==> src/core/bridge_cfg_consts.vh <==
// constants for the bridge configuration header register bank
// assumes inclusion by bare name from core/ design files
`ifndef BRIDGE_CFG_CONSTS_VH
`define BRIDGE_CFG_CONSTS_VH

// ****************************************
// register byte addresses
// ****************************************
`define ADDR_CLASS_CODE 8'h08
`define ADDR_HDR_DWORD 8'h0c
`define ADDR_BUS_DWORD 8'h18
`define ADDR_IO_DWORD 8'h1c
`define ADDR_WIDTH 8

// ****************************************
// fixed field values
// ****************************************
`define REVISION_ID 8'h00
`define PROG_IF 8'h00
`define SUBCLASS_P2P 8'h04
`define BASECLASS_BRIDGE 8'h06
`define PRI_LAT_VALUE 8'h00
`define HDR_LAYOUT_VALUE 7'h01
`define MULTI_FUNC_VALUE 1'h0
`define SELF_TEST_VALUE 8'h00
`define IO_ADDR32_CODE 2'h1
`define IO_RSVD_VALUE 2'h0
`define CLS_RSVD_LO 2'h0
`define CLS_RSVD_HI 2'h0

// ****************************************
// reset values
// ****************************************
`define CLS_RESET 4'h0
`define BUS_RESET 8'h00
`define SEC_LAT_RESET 8'h40
`define IO_FIELD_RESET 4'h0

// ****************************************
// io window low and upper bits, status half
// ****************************************
`define IO_BASE_LOW 12'h000
`define IO_LIMIT_LOW 12'hfff
`define IO_UPPER_ZERO 16'h0000
`define STATUS_HALF_ZERO 16'h0000

// ****************************************
// field positions
// ****************************************
`define LANE0_BITS 7:0
`define LANE1_BITS 15:8
`define LANE2_BITS 23:16
`define LANE3_BITS 31:24
`define CLS_FIELD_BITS 5:2
`define IO_BASE_BITS 7:4
`define IO_LIMIT_BITS 15:12

// ****************************************
// cache line selections and sizes in doublewords
// ****************************************
`define CLS_SEL_4 4'h1
`define CLS_SEL_8 4'h2
`define CLS_SEL_16 4'h4
`define CLS_SEL_32 4'h8
`define CLS_DW_4 6'h04
`define CLS_DW_8 6'h08
`define CLS_DW_16 6'h10
`define CLS_DW_32 6'h20
`define CLS_DW_NONE 6'h00

// ****************************************
// axi responses
// ****************************************
`define RESP_OKAY 2'h0
`define RESP_SLVERR 2'h2

`endif

==> src/core/bridge_config_header_regs.v <==
// bridge type-1 header registers at 08h, 0ch, 18h, 1ch behind an axi4-lite slave
// assumes one synchronous clock; forwarding logic elsewhere reads the decoded windows
//
// The implementer's own choice: the AXI4-Lite register port.
`timescale 1ns/1ps
`include "bridge_cfg_consts.vh"

module bridge_config_header_regs (
  // clock and reset
  input wire aclk,
  input wire aresetn,
  // axi write address
  input wire [7:0] s_axi_awaddr,
  input wire [2:0] s_axi_awprot,
  input wire s_axi_awvalid,
  output reg s_axi_awready,
  // axi write data
  input wire [31:0] s_axi_wdata,
  input wire [3:0] s_axi_wstrb,
  input wire s_axi_wvalid,
  output reg s_axi_wready,
  // axi write response
  output reg [1:0] s_axi_bresp,
  output reg s_axi_bvalid,
  input wire s_axi_bready,
  // axi read address
  input wire [7:0] s_axi_araddr,
  input wire [2:0] s_axi_arprot,
  input wire s_axi_arvalid,
  output reg s_axi_arready,
  // axi read data
  output reg [31:0] s_axi_rdata,
  output reg [1:0] s_axi_rresp,
  output reg s_axi_rvalid,
  input wire s_axi_rready,
  // configuration outputs to forwarding logic
  output reg [7:0] upstream_bus_number,
  output reg [7:0] downstream_bus_number,
  output reg [7:0] highest_bus_number,
  output reg [7:0] downstream_latency_timer,
  output reg [5:0] cache_line_dwords,
  output reg [31:0] io_window_base_addr,
  output reg [31:0] io_window_limit_addr
);

  // ****************************************
  // functions
  // ****************************************
  // byte-lane merge of a write into a stored byte
  function [7:0] merge_byte;
    input [7:0] old_val;
    input [7:0] new_val;
    input strobe;
    begin
      merge_byte = strobe ? new_val : old_val;
    end
  endfunction

  function is_mapped;
    input [7:0] addr;
    begin
      is_mapped = (addr == `ADDR_CLASS_CODE) || (addr == `ADDR_HDR_DWORD) ||
                  (addr == `ADDR_BUS_DWORD) || (addr == `ADDR_IO_DWORD);
    end
  endfunction

  // unmapped offsets answer with a slave error and change nothing
  function [1:0] resp_code;
    input [7:0] addr;
    begin
      if (is_mapped(addr))
      begin
        resp_code = `RESP_OKAY;
      end
      else
      begin
        resp_code = `RESP_SLVERR;
      end
    end
  endfunction

  // a pattern that is not one-hot has no defined size and decodes to zero
  function [5:0] line_dwords;
    input [3:0] sel;
    begin
      case (sel)
        `CLS_SEL_4: line_dwords = `CLS_DW_4;
        `CLS_SEL_8: line_dwords = `CLS_DW_8;
        `CLS_SEL_16: line_dwords = `CLS_DW_16;
        `CLS_SEL_32: line_dwords = `CLS_DW_32;
        default: line_dwords = `CLS_DW_NONE;
      endcase
    end
  endfunction

  // ****************************************
  // storage
  // ****************************************
  reg [3:0] cls_bits;
  reg [3:0] io_base_field;
  reg [3:0] io_limit_field;
  reg [7:0] aw_addr;
  reg aw_held;
  reg [31:0] w_data;
  reg [3:0] w_strb;
  reg w_held;

  // ****************************************
  // read-back images
  // ****************************************
  wire [7:0] cls_byte;
  wire [31:0] class_dword;
  wire [31:0] hdr_dword;
  wire [31:0] bus_dword;
  wire [31:0] io_dword;
  wire [7:0] io_base_byte;
  wire [7:0] io_limit_byte;

  assign cls_byte = {`CLS_RSVD_HI, cls_bits, `CLS_RSVD_LO};
  assign class_dword = {`BASECLASS_BRIDGE, `SUBCLASS_P2P, `PROG_IF, `REVISION_ID};
  assign hdr_dword = {`SELF_TEST_VALUE, `MULTI_FUNC_VALUE, `HDR_LAYOUT_VALUE,
                      `PRI_LAT_VALUE, cls_byte};
  assign bus_dword = {downstream_latency_timer, highest_bus_number,
                      downstream_bus_number, upstream_bus_number};
  assign io_base_byte = {io_base_field, `IO_RSVD_VALUE, `IO_ADDR32_CODE};
  assign io_limit_byte = {io_limit_field, `IO_RSVD_VALUE, `IO_ADDR32_CODE};
  // upper half belongs to secondary status, kept outside this bank
  assign io_dword = {`STATUS_HALF_ZERO, io_limit_byte, io_base_byte};

  // ****************************************
  // write channel
  // ****************************************
  wire do_write;
  wire aw_take;
  wire w_take;
  wire [7:0] next_cls_byte;
  // a pending response blocks the next write so bresp is never overwritten
  assign do_write = aw_held && w_held && !s_axi_bvalid;
  assign aw_take = s_axi_awvalid && s_axi_awready;
  assign w_take = s_axi_wvalid && s_axi_wready;
  assign next_cls_byte = merge_byte(cls_byte, w_data[`LANE0_BITS], w_strb[0]);

  // address slot; ready pulses one cycle while the slot is empty
  always @(posedge aclk)
  begin
    if (!aresetn)
    begin
      s_axi_awready <= 1'b0;
      aw_held <= 1'b0;
      aw_addr <= 8'h00;
    end
    else
    begin
      s_axi_awready <= !aw_held && !s_axi_awready && s_axi_awvalid;
      if (aw_take)
      begin
        aw_addr <= s_axi_awaddr;
        aw_held <= 1'b1;
      end
      if (do_write)
      begin
        aw_held <= 1'b0;
      end
    end
  end

  // data slot; either slot may fill first, the write waits for both
  always @(posedge aclk)
  begin
    if (!aresetn)
    begin
      s_axi_wready <= 1'b0;
      w_held <= 1'b0;
      w_data <= 32'h00000000;
      w_strb <= 4'h0;
    end
    else
    begin
      s_axi_wready <= !w_held && !s_axi_wready && s_axi_wvalid;
      if (w_take)
      begin
        w_data <= s_axi_wdata;
        w_strb <= s_axi_wstrb;
        w_held <= 1'b1;
      end
      if (do_write)
      begin
        w_held <= 1'b0;
      end
    end
  end

  // response stands until the master takes it
  always @(posedge aclk)
  begin
    if (!aresetn)
    begin
      s_axi_bvalid <= 1'b0;
      s_axi_bresp <= `RESP_OKAY;
    end
    else if (do_write)
    begin
      s_axi_bvalid <= 1'b1;
      s_axi_bresp <= resp_code(aw_addr);
    end
    else if (s_axi_bvalid && s_axi_bready)
    begin
      s_axi_bvalid <= 1'b0;
    end
  end

  // only writable fields are stored; fixed bits are rebuilt on read
  always @(posedge aclk)
  begin
    if (!aresetn)
    begin
      cls_bits <= `CLS_RESET;
      upstream_bus_number <= `BUS_RESET;
      downstream_bus_number <= `BUS_RESET;
      highest_bus_number <= `BUS_RESET;
      downstream_latency_timer <= `SEC_LAT_RESET;
      io_base_field <= `IO_FIELD_RESET;
      io_limit_field <= `IO_FIELD_RESET;
    end
    else if (do_write)
    begin
      case (aw_addr)
        `ADDR_HDR_DWORD:
        begin
          cls_bits <= next_cls_byte[`CLS_FIELD_BITS];
        end
        `ADDR_BUS_DWORD:
        begin
          upstream_bus_number <= merge_byte(upstream_bus_number, w_data[`LANE0_BITS], w_strb[0]);
          downstream_bus_number <= merge_byte(downstream_bus_number, w_data[`LANE1_BITS], w_strb[1]);
          highest_bus_number <= merge_byte(highest_bus_number, w_data[`LANE2_BITS], w_strb[2]);
          downstream_latency_timer <= merge_byte(downstream_latency_timer, w_data[`LANE3_BITS], w_strb[3]);
        end
        `ADDR_IO_DWORD:
        begin
          if (w_strb[0])
          begin
            io_base_field <= w_data[`IO_BASE_BITS];
          end
          if (w_strb[1])
          begin
            io_limit_field <= w_data[`IO_LIMIT_BITS];
          end
        end
        default:
        begin
          cls_bits <= cls_bits;
        end
      endcase
    end
  end

  // ****************************************
  // read channel
  // ****************************************
  // fixed fields come from constants, so only writable fields need storage
  reg [31:0] next_rdata;

  always @*
  begin
    next_rdata = 32'h00000000;
    case (s_axi_araddr)
      `ADDR_CLASS_CODE: next_rdata = class_dword;
      `ADDR_HDR_DWORD: next_rdata = hdr_dword;
      `ADDR_BUS_DWORD: next_rdata = bus_dword;
      `ADDR_IO_DWORD: next_rdata = io_dword;
      default: next_rdata = 32'h00000000;
    endcase
  end

  always @(posedge aclk)
  begin
    if (!aresetn)
    begin
      s_axi_arready <= 1'b0;
      s_axi_rvalid <= 1'b0;
      s_axi_rdata <= 32'h00000000;
      s_axi_rresp <= `RESP_OKAY;
    end
    else
    begin
      // one read in flight; arready only while no data is pending
      s_axi_arready <= !s_axi_arready && !s_axi_rvalid && s_axi_arvalid;
      if (s_axi_arvalid && s_axi_arready)
      begin
        s_axi_rvalid <= 1'b1;
        s_axi_rdata <= next_rdata;
        s_axi_rresp <= resp_code(s_axi_araddr);
      end
      else if (s_axi_rvalid && s_axi_rready)
      begin
        s_axi_rvalid <= 1'b0;
      end
    end
  end

  // ****************************************
  // decoded outputs
  // ****************************************
  // registered so forwarding logic sees a clean edge, one cycle behind the fields
  always @(posedge aclk)
  begin
    if (!aresetn)
    begin
      cache_line_dwords <= `CLS_DW_NONE;
    end
    else
    begin
      cache_line_dwords <= line_dwords(cls_bits);
    end
  end

  // upper 16 io address bits are not held here, so they read as zero
  always @(posedge aclk)
  begin
    if (!aresetn)
    begin
      io_window_base_addr <= {`IO_UPPER_ZERO, `IO_FIELD_RESET, `IO_BASE_LOW};
      io_window_limit_addr <= {`IO_UPPER_ZERO, `IO_FIELD_RESET, `IO_LIMIT_LOW};
    end
    else
    begin
      io_window_base_addr <= {`IO_UPPER_ZERO, io_base_field, `IO_BASE_LOW};
      io_window_limit_addr <= {`IO_UPPER_ZERO, io_limit_field, `IO_LIMIT_LOW};
    end
  end

endmodule

==> config.mk <==
export PLATFORM = sky130hd
export DESIGN_NAME = bridge_config_header_regs
export DESIGN_NICKNAME = d
export VERILOG_FILES = /design/src/core/bridge_config_header_regs.v
export VERILOG_INCLUDE_DIRS = /design/src /design/src/core
export SDC_FILE = /design/constraint.sdc
export NUM_CORES = 1
export LEC_CHECK = 0
export BUFFER_PORTS_ARGS = -buffer_cell sky130_fd_sc_hd__buf_2
export CORE_UTILIZATION = 39
export CTS_CLUSTER_SIZE = 40
export DETAILED_ROUTE_END_ITERATION = 8
export GPL_TIMING_DRIVEN = 0
export PLACE_DENSITY = 0.76
export SYNTH_ARGS = -nofsm -noshare
export SYNTH_HDL_FRONTEND = slang
export SYNTH_SLANG_ARGS = --single-unit
export TNS_END_PERCENT = 100
==> constraint.sdc <==
create_clock -name aclk -period 2.2 [get_ports aclk]
set_input_delay 0.22 -clock aclk [delete_from_list [all_inputs] [get_ports aclk]]
set_output_delay 0.22 -clock aclk [all_outputs]
set_load 0.005 [all_outputs]
---- Yosys cells after proc, flatten, opt, wreduce, memory -nomap -nowiden ----
Index checks and enable logic that the tools add are counted.
word-level totals
  bits of input ports ..................... 65
  output and inout bits ................... 143
  logic and storage cells ................. 82
  bits in registers ....................... 201
operators by class
  muxes and demuxes ....................... 8
  equal/unequal tests ..................... 12
  bitwise logic cells ..................... 1
  reduce and logical (&&, ||, !) cells .... 36
operators by type and width
  kind                  count
  $pmux W32 S4          1
  $eq A8 B4 Y1 const B  4
  $eq A8 B5 Y1 const B  4
  $pmux W6 S4           1
  $reduce_and A3 Y1     7
  $logic_and A1 B1 Y1   13
  $logic_not A1 Y1      7
  $logic_or A1 B1 Y1    6
  $eq A4 B1 Y1 const B  1
  $eq A4 B2 Y1 const B  1
  $eq A4 B3 Y1 const B  1
  $eq A4 B4 Y1 const B  1
  $mux W1               4
  $mux W2               2
  $reduce_bool A2 Y1    2
  $reduce_or A2 Y1      1
  $not A1 Y1            1

---- Longest topological paths before layout ----
Gate-level depths: netlist (run 1).
  depth after elaboration ................. 5
  depth in mapped cells ................... 5
  gate-level depth less buffers ........... 3

---- Least setup slack after synthesis (run 1) ----
OpenSTA, ideal clock, no wires.
  path kind ............................... register to register
  start ................................... register aw_addr[0]
  end ..................................... register upstream_bus_number[0]
  required time ........................... 2.080 ns
  cell stages (with the launch flop) ...... 6
  clock period less this slack ............ 1.721 ns
  setup slack ............................. 0.479 ns
  path buffers ............................ 2
  data arrival time ....................... 1.602 ns
  setup time .............................. 0.120 ns
  cells stage by stage .................... dfxtp_1 > or3b_1 > buf_6 > or4_1 > buf_4 > mux2i_1
on the way
  longest elaborated chain between the ends .. 2
ends and longest elaborated chain
  element                             RTL line                         text
  start: declaration                  bridge_config_header_regs.v:102  reg [7:0] aw_addr;
  start signal: assignment            bridge_config_header_regs.v:157  aw_addr <= s_axi_awaddr;
  $eq A8 B5 Y1                        bridge_config_header_regs.v:227  case (aw_addr)
  $reduce_and A3 Y1 (no source line)  n/a
  end signal: assignment              bridge_config_header_regs.v:218  upstream_bus_number <= `BUS_RESET;
  end signal: assignment              bridge_config_header_regs.v:234  upstream_bus_number <= merge_byte(upstream_bus_number, w_data[`LANE0_BITS], w_strb[0]);
  end: declaration                    bridge_config_header_regs.v:37   output reg [7:0] upstream_bus_number,
Every way passes these cells.
A chain may end at the register's enable or synchronous reset.

---- Final worst setup path (run 1) ----
  start ................................... register aw_addr[5]
  end ..................................... register downstream_latency_timer[0]
on the way
  longest elaborated chain between the ends .. 2
ends and longest elaborated chain
  element                             RTL line                         text
  $eq A8 B5 Y1                        bridge_config_header_regs.v:227
  $reduce_and A3 Y1 (no source line)  n/a
  end signal: assignment              bridge_config_header_regs.v:221  downstream_latency_timer <= `SEC_LAT_RESET;
  end signal: assignment              bridge_config_header_regs.v:237  downstream_latency_timer <= merge_byte(downstream_latency_timer, w_data[`LANE3_BITS], w_strb[3]);
  end: declaration                    bridge_config_header_regs.v:40   output reg [7:0] downstream_latency_timer,
Every way passes these cells.

==> flow_summary.ini, run 1 <==
[layout]
synthToLayoutAreaGrowth_pct = 30.4
fraction_of_final_layout_cells_sized_beyond_drive_strength_1_pct = 28.0
nets = 972
diodes = 0
count_of_non_filler_cells_in_the_finished_layout = 1104

[run_status]
run_status = complete, but fails checks
failing_checks = design-rule violations

[place]
globalplace.congestion = 0.812
io_buffer_count = 139
placed_cells_incl_taps = 1072
post-dp-hpwl_um = 12100

[timing]
fmax_mhz = 521
report.final.slew_viol_count = 0
timing_worst_slew_pin_value_ns = 0.980
period_utilisation_layout_pct = 87.3
clock_skew_ns = 0.00630
timing.setup.tns_ns = 0
timing_hold_violations_final = 0
grt_setup_unrepaired = false
finalSetupViolations = 0
post-route-min-period_ns = 1.92
timing.slew.headroom_pct = 33.8

[cts]
cts_tree = built
cts_hold_buffers = 0
cts_root_buffer = clkbuf_16
htreeDepth = 4
post_cts.resized_instances = 0
cts_buffers = 17
clkTransAtPathRegs_ns = 0.06
worstSkewPairLatency_ns = 0.41
postCtsSetupRepairBufs = 0
cts_buffer_depth = 2
cts_num_sinks = 141

[power]
power_report.internal_total_uw = 4930
leakage_uw = 0.00338
switching_share_of_power_pct = 21.0
vdd_ir_drop_max_uv = 519
power_density_nw_per_um2 = 802
pwr-share-comb_pct = 6.5
p_sw_uw = 1310
power_frac_seq_pct = 41.8
power.clock.fraction_pct = 51.7

[global_route]
antenna_found_initial = 0
grt.overflow.total = 0
global_route_wire_length_before_repair_um = 25300
grt_start_max_net_pins = 17
grt_pass1_vias = 4962
groute.usage.overall_pct = 20.7

[routing]
drt_pass1_iterations = 8
vias_per_std_cell = 4.78
wl_per_cell_um = 14.5
post-route-drc-count = 13
vias = 5281
count_of_routing_violations_after_the_opening_detailed_route_iteration = 378
ant_nets = 0
wirelength_um = 16000

[worst_setup_path]
timing.critical_path.fanout_max = 8
crit_path_max_incr_delay_ns = 0.71
crit-reg2reg-capture = downstream_latency_timer[0]$_SDFFE_PN0P_
critical_path_sink_type = flip-flop
slowest_stage_cell_crit_path = nor4_4
start_kind = flip-flop
reg2reg_depth = 4
path_delay_family = simple AND/OR/NAND/NOR gates
worst-setup-path-type = flip-flop to flip-flop
worst-endpoint-required_ns = 2.54
cp_cell_sequence = or3_1, buf_2, nor4_4, mux2i_1
worstSetupStartpoint = aw_addr[5]$_SDFFE_PN0P_
cp_data_arrival_time_ns = 2.26
rrSetupSlack_ns = 0.28
cp_buf_inv_count = 1
worstReg2RegStart = aw_addr[5]$_SDFFE_PN0P_

[synthesis]
syn_avg_cell_area_um2 = 8.63
synth_simple_gate_area_share_pct = 23.6
seq_area_frac_synth_pct = 47.3
multiplexer_fraction_of_the_synthesized_cell_area_pct = 8.77
synth_largest_area_cell = dfxtp_1
post-synth-top-area-fraction_pct = 47.3
synth_compound_gate_area_share_pct = 8.62
post_synth_main_area_contributors = dfxtp_1 47%, nand2_1 12%, mux2i_1 8.4%, buf_4 7.7%, a21oi_1 5.8%
synth_seq_cells = 141
main_combinational_cell_family_by_area_after_synthesis = simple AND/OR/NAND/NOR gates
yosys_warnings = 0
netlist_instances = 691
synth_xor_xnor_area_share_pct = 0
cell_variety_after_synth = 38
synth_adder_area_share_pct = 0
syn-cell-area_um2 = 5970

[worst_hold_path]
hold_class = input pin to flip-flop
hold_path_depth = 3
holdCritStartpoint = s_axi_wdata[9]
min_delay_worst_endpoint = w_data[9]$_SDFFE_PN0P_

[floorplan]
initial_core_util_pct = 40.4
io_pins = 208
die-area_um2 = 15800
die_y_um = 126
core.rowCount = 44
die_w_um = 126
design.core.area_um2 = 14800

[run]
maxCapViolations = 0
## cell usage in the layout (no fill, tap or decap), drive strengths merged, types with 6 or more instances in the layout
master  Yosys  final
buf        70    209
nand2     188    188
dfxtp     141    141
a21oi      69     69
conb        2     60
clkbuf     36     56
mux2i      50     50
nand3      28     28
or4        19     19
o21ai      16     16
nand3b     10     10
inv        10     10
nor2        8      8
bufinv      0      6
## cell families after synthesis
logic type,Yosys count
compound gates,92
mux,52
flops,141
buf+inv,116
simple gates,288
other cells,2
## state kept, by name (all words and copies together) (netlist names), 4 cells and up
signal / count
aw_addr: 8
cache_line_dwords: 4
cls_bits: 4
downstream_bus_number: 8
downstream_latency_timer: 8
highest_bus_number: 8
io_base_field: 4
io_limit_field: 4
io_window_base_addr: 4
io_window_limit_addr: 4
s_axi_rdata: 32
upstream_bus_number: 8
w_data: 32
w_strb: 4
## worst register-to-register path, stage by stage, from the launching register on
cell and delay (ns):
dfxtp_1 0.31, or3_1 0.35, buf_2 0.22, nor4_4 0.71
mux2i_1 0.27
## how the worst max path moves through the flow
stage                                                     to  slack (ns)  cells after the start
CTS                 downstream_latency_timer[0]$_SDFFE_PN0P_        0.27                      4
global placement    downstream_latency_timer[0]$_SDFFE_PN0P_        0.30                      4
finish              downstream_latency_timer[0]$_SDFFE_PN0P_        0.28                      4
floorplan                upstream_bus_number[0]$_SDFFE_PN0P_        0.48                      5
global route           downstream_bus_number[4]$_SDFFE_PN0P_        0.16                      4
detailed placement     downstream_bus_number[0]$_SDFFE_PN0P_        0.28                      4
## synth_stat cells
master    count
nor4_4        5
nor4b_1       2
buf_6         3
nor3b_1       4
nand4_1       4
clkbuf_1     36
nor2b_1       3
or4_4         1
nor2_1        8
nand2_1     187
nor3_1        5
or4_1        18
inv_2         1
a21boi_1      1
a31oi_1       1
nand2b_1      3
buf_2         3
mux2i_1      50
a2111o_1      2
nand3b_1     10
nand3_1      28
dfxtp_1     141
o21ai_2       8
and2_1        2
buf_1         3
or3b_1        1
or3_1         3
a211oi_1      1
conb_1        2
buf_4        61
a22oi_1       2
a21oi_1      69
inv_1         9
o21ai_0       8
mux2_2        2
or4b_4        1
nand2_2       1
or2_2         2
## power groups by stage
stage / combinational (µW) / clock (µW) / sequential, µW
after floorplan: 263 / 0 / 2660
after global placement: 391 / 0 / 2660
after detailed placement: 395 / 0 / 2670
after CTS: 398 / 3270 / 2610
after global routing: 444 / 3400 / 2610
final: 404 / 3230 / 2610
## layout make-up
class	count	area, µm²
fill	1424	6970
sequential	141	2820
multi-input combinational	492	2670
timing repair buffer	139	696
buffer	106	653
clock buffer	20	457
tap	184	230
clock inverter	12	215
inverter	10	37.5
## per-layer routing
metal	up-vias	global-route usage, %	part of all wire (%)
li1	2639	-	-
met1	2411	26.1	44
met2	196	33.5	47
met3	35	5.18	5.8
met4	0	9.40	3.4
met5	-	0	0
## stage by stage
step | area (µm²) | hold WS [ns] | worst slack, ns | total power [µW] | util, %
global placement | 7110 | 0.438 | 0.304 | 3060 | 48.2
floorplan | 6180 | 0.338 | 0.479 | 2930 | -
CTS | 7780 | 0.0359 | 0.274 | 6280 | 52.7
detailed placement | 7110 | 0.440 | 0.278 | 3060 | 48.2
global route | 7780 | 0.0366 | 0.163 | 6450 | 52.7
finish | 7780 | 0.0432 | 0.279 | 6240 | 52.7
(Power assumes the default switching activity.)
==> run 2, diff against run 1 <==
ABC_AREA = 1   (was default)
CTS_BUF_LIST = sky130_fd_sc_hd__clkbuf_16   (was default)
==> flow_summary.ini, run 2 <==
[run_status]
run_status = completed

[global_route]
grt_start_max_net_pins = 17
groute.usage.overall_pct = 20.4
grt.overflow.total = 0
grt_pass1_vias = 4719
global_route_wire_length_before_repair_um = 23300
antenna_found_initial = 0

[routing]
wirelength_um = 15300
count_of_routing_violations_after_the_opening_detailed_route_iteration = 212
vias = 5176
wl_per_cell_um = 12.9
vias_per_std_cell = 4.39
ant_nets = 0
post-route-drc-count = 0
drt_pass1_iterations = 5

[synthesis]
syn_avg_cell_area_um2 = 7.59
cell_variety_after_synth = 29
synth_largest_area_cell = dfxtp_1
netlist_instances = 765
number_of_synthesized_flops_with_an_enable_pin = 0
post-synth-top-area-fraction_pct = 48.6
synth-async-reset-ratio_pct = 0
seq_area_frac_synth_pct = 48.6
top_reg_cell_synth = dfxtp_1
syn-cell-area_um2 = 5810
synth.top_cells.by_count = 158 x nor2_1, 141 x dfxtp_1, 128 x nand2_1
yosys_warnings = 0
post_synth_main_area_contributors = dfxtp_1 49%, nor2_1 10%, nand2_1 8.3%, buf_4 8.0%, o21ai_0 7.8%
most_common_cell_in_the_netlist = nor2_1
synth_seq_cells = 141

[cts]
worstSkewPairLatency_ns = 0.42
cts_buffers = 17
cts_root_buffer = clkbuf_16
cts_buffer_depth = 2
htreeDepth = 4
clkTransAtPathRegs_ns = 0.06
cts_hold_buffers = 0
postCtsSetupRepairBufs = 0
cts_num_sinks = 141
post_cts.resized_instances = 0
cts_tree = built

[floorplan]
design.core.area_um2 = 14500
die_y_um = 124
io_pins = 208
core.rowCount = 44
die_w_um = 124
initial_core_util_pct = 40.0
die-area_um2 = 15400

[worst_setup_path]
cp_cell_sequence = nand2_1, inv_2, clkbuf_1, o21ai_0, a21oi_1
timing.critical_path.fanout_max = 10
worst-setup-path-type = flip-flop to flip-flop
worst-endpoint-required_ns = 2.55
crit_path_max_incr_delay_ns = 0.47
cp_data_arrival_time_ns = 1.91
start_kind = flip-flop
critical_path_sink_type = flip-flop
slowest_stage_cell_crit_path = clkbuf_1

[place]
post-dp-hpwl_um = 11700
globalplace.congestion = 0.859
io_buffer_count = 140
placed_cells_incl_taps = 1147

[timing]
fmax_mhz = 640
worst_hold_slack_ns = 0.0256
report.final.slew_viol_count = 0
timing_hold_violations_final = 0
finalSetupViolations = 0
timing.setup.tns_ns = 0
period_utilisation_layout_pct = 71.0
clock_skew_ns = 0.00675
timing_worst_slew_pin_value_ns = 0.629
grt_setup_unrepaired = false
post-route-min-period_ns = 1.56
timing.slew.headroom_pct = 58.0

[layout]
layout_commonest_cell = nor2_1
synthToLayoutAreaGrowth_pct = 29.4
num-fill-cells = 1444
diodes = 0
most-common-layout-cells = 158 x nor2_1, 144 x buf_2, 141 x dfxtp_1
fraction_of_final_layout_cells_sized_beyond_drive_strength_1_pct = 26.5
count_of_non_filler_cells_in_the_finished_layout = 1179
nets = 1047
layout_top_registers = s_axi_rdata (32), w_data (32)

[worst_hold_path]
hold_class = input pin to flip-flop

[run]
maxCapViolations = 0

[power]
power_density_nw_per_um2 = 769
leakage_uw = 0.00380
vdd_ir_drop_max_uv = 562
-- run 2: cell families after synthesis --
group                  Yosys count  share of synthesized area [%]
other                            2                          0.129
buffers and inverters          149                           14.6
AND/OR/NAND/NOR                330                           24.3
flip-flops                     141                           48.6
AO/OA/AOI/OAI                  143                           12.4
-- run 2: final cells by class --
class                           instances  area [µm²]  area share (%)
Sequential cell                       141        2820            37.6
Multi-Input combinational cell        533        2360            31.4
Timing Repair Buffer                  140         701            9.33
Buffer                                 95         632            8.41
Clock buffer                           17         425            5.66
Tap cell                              184         230            3.06
Inverter                               54         214            2.85
Clock inverter                         15         131            1.75
-- run 2: path summary, 6_finish.rpt --
path / end / depth (start not counted) / slack [ns] / from
worst max-delay path: s_axi_rdata[24]$_SDFFE_PN0P_ / 5 / 0.64 / s_axi_arready$_SDFF_PN0_
worst max register to register: s_axi_rdata[24]$_SDFFE_PN0P_ / 5 / 0.64 / s_axi_arready$_SDFF_PN0_
worst min-delay path: s_axi_awready$_SDFF_PN0_ / 3 / 0.03 / s_axi_awvalid
worst min register to register: cache_line_dwords[3]$_SDFF_PN0_ / 1 / 0.42 / cls_bits[0]$_SDFFE_PN0P_
-- run 2: power breakdown --
part,switching [µW],total [µW],leakage (µW),internal [µW]
sequential,36.8,2660,0.00114,2620
clock,1070,2700,0.000270,1640
combinational,230,415,0.00238,185
total,1330,5780,0.00380,4440
-- run 2: through the flow --
step	utilization (%)	power, µW	worst slack (ns)	area [µm²]
floorplan	-	2980	0.982	6020
global placement	47.9	3120	0.699	6960
detailed placement	47.9	3120	0.690	6960
CTS	51.7	5800	0.660	7510
global route	51.7	6000	0.490	7510
finish	51.7	5780	0.638	7510
-- run 2: critical path, delay by kind of cell (launching register included) --
kind	cells	cell delay (ns)
AOI/OAI and AO/OA	2	0.31
DFF	1	0.34
and+or+nand+nor	1	0.19
buffers and inverters	2	0.64
-- run 2: routing by layer --
layer	up-vias	track usage [%]	share of wire [%]
met4	0	8.56	2.4
met5	-	0	0
met2	175	33.5	47
met3	24	5.59	6.7
li1	2737	-	-
met1	2240	24.9	44
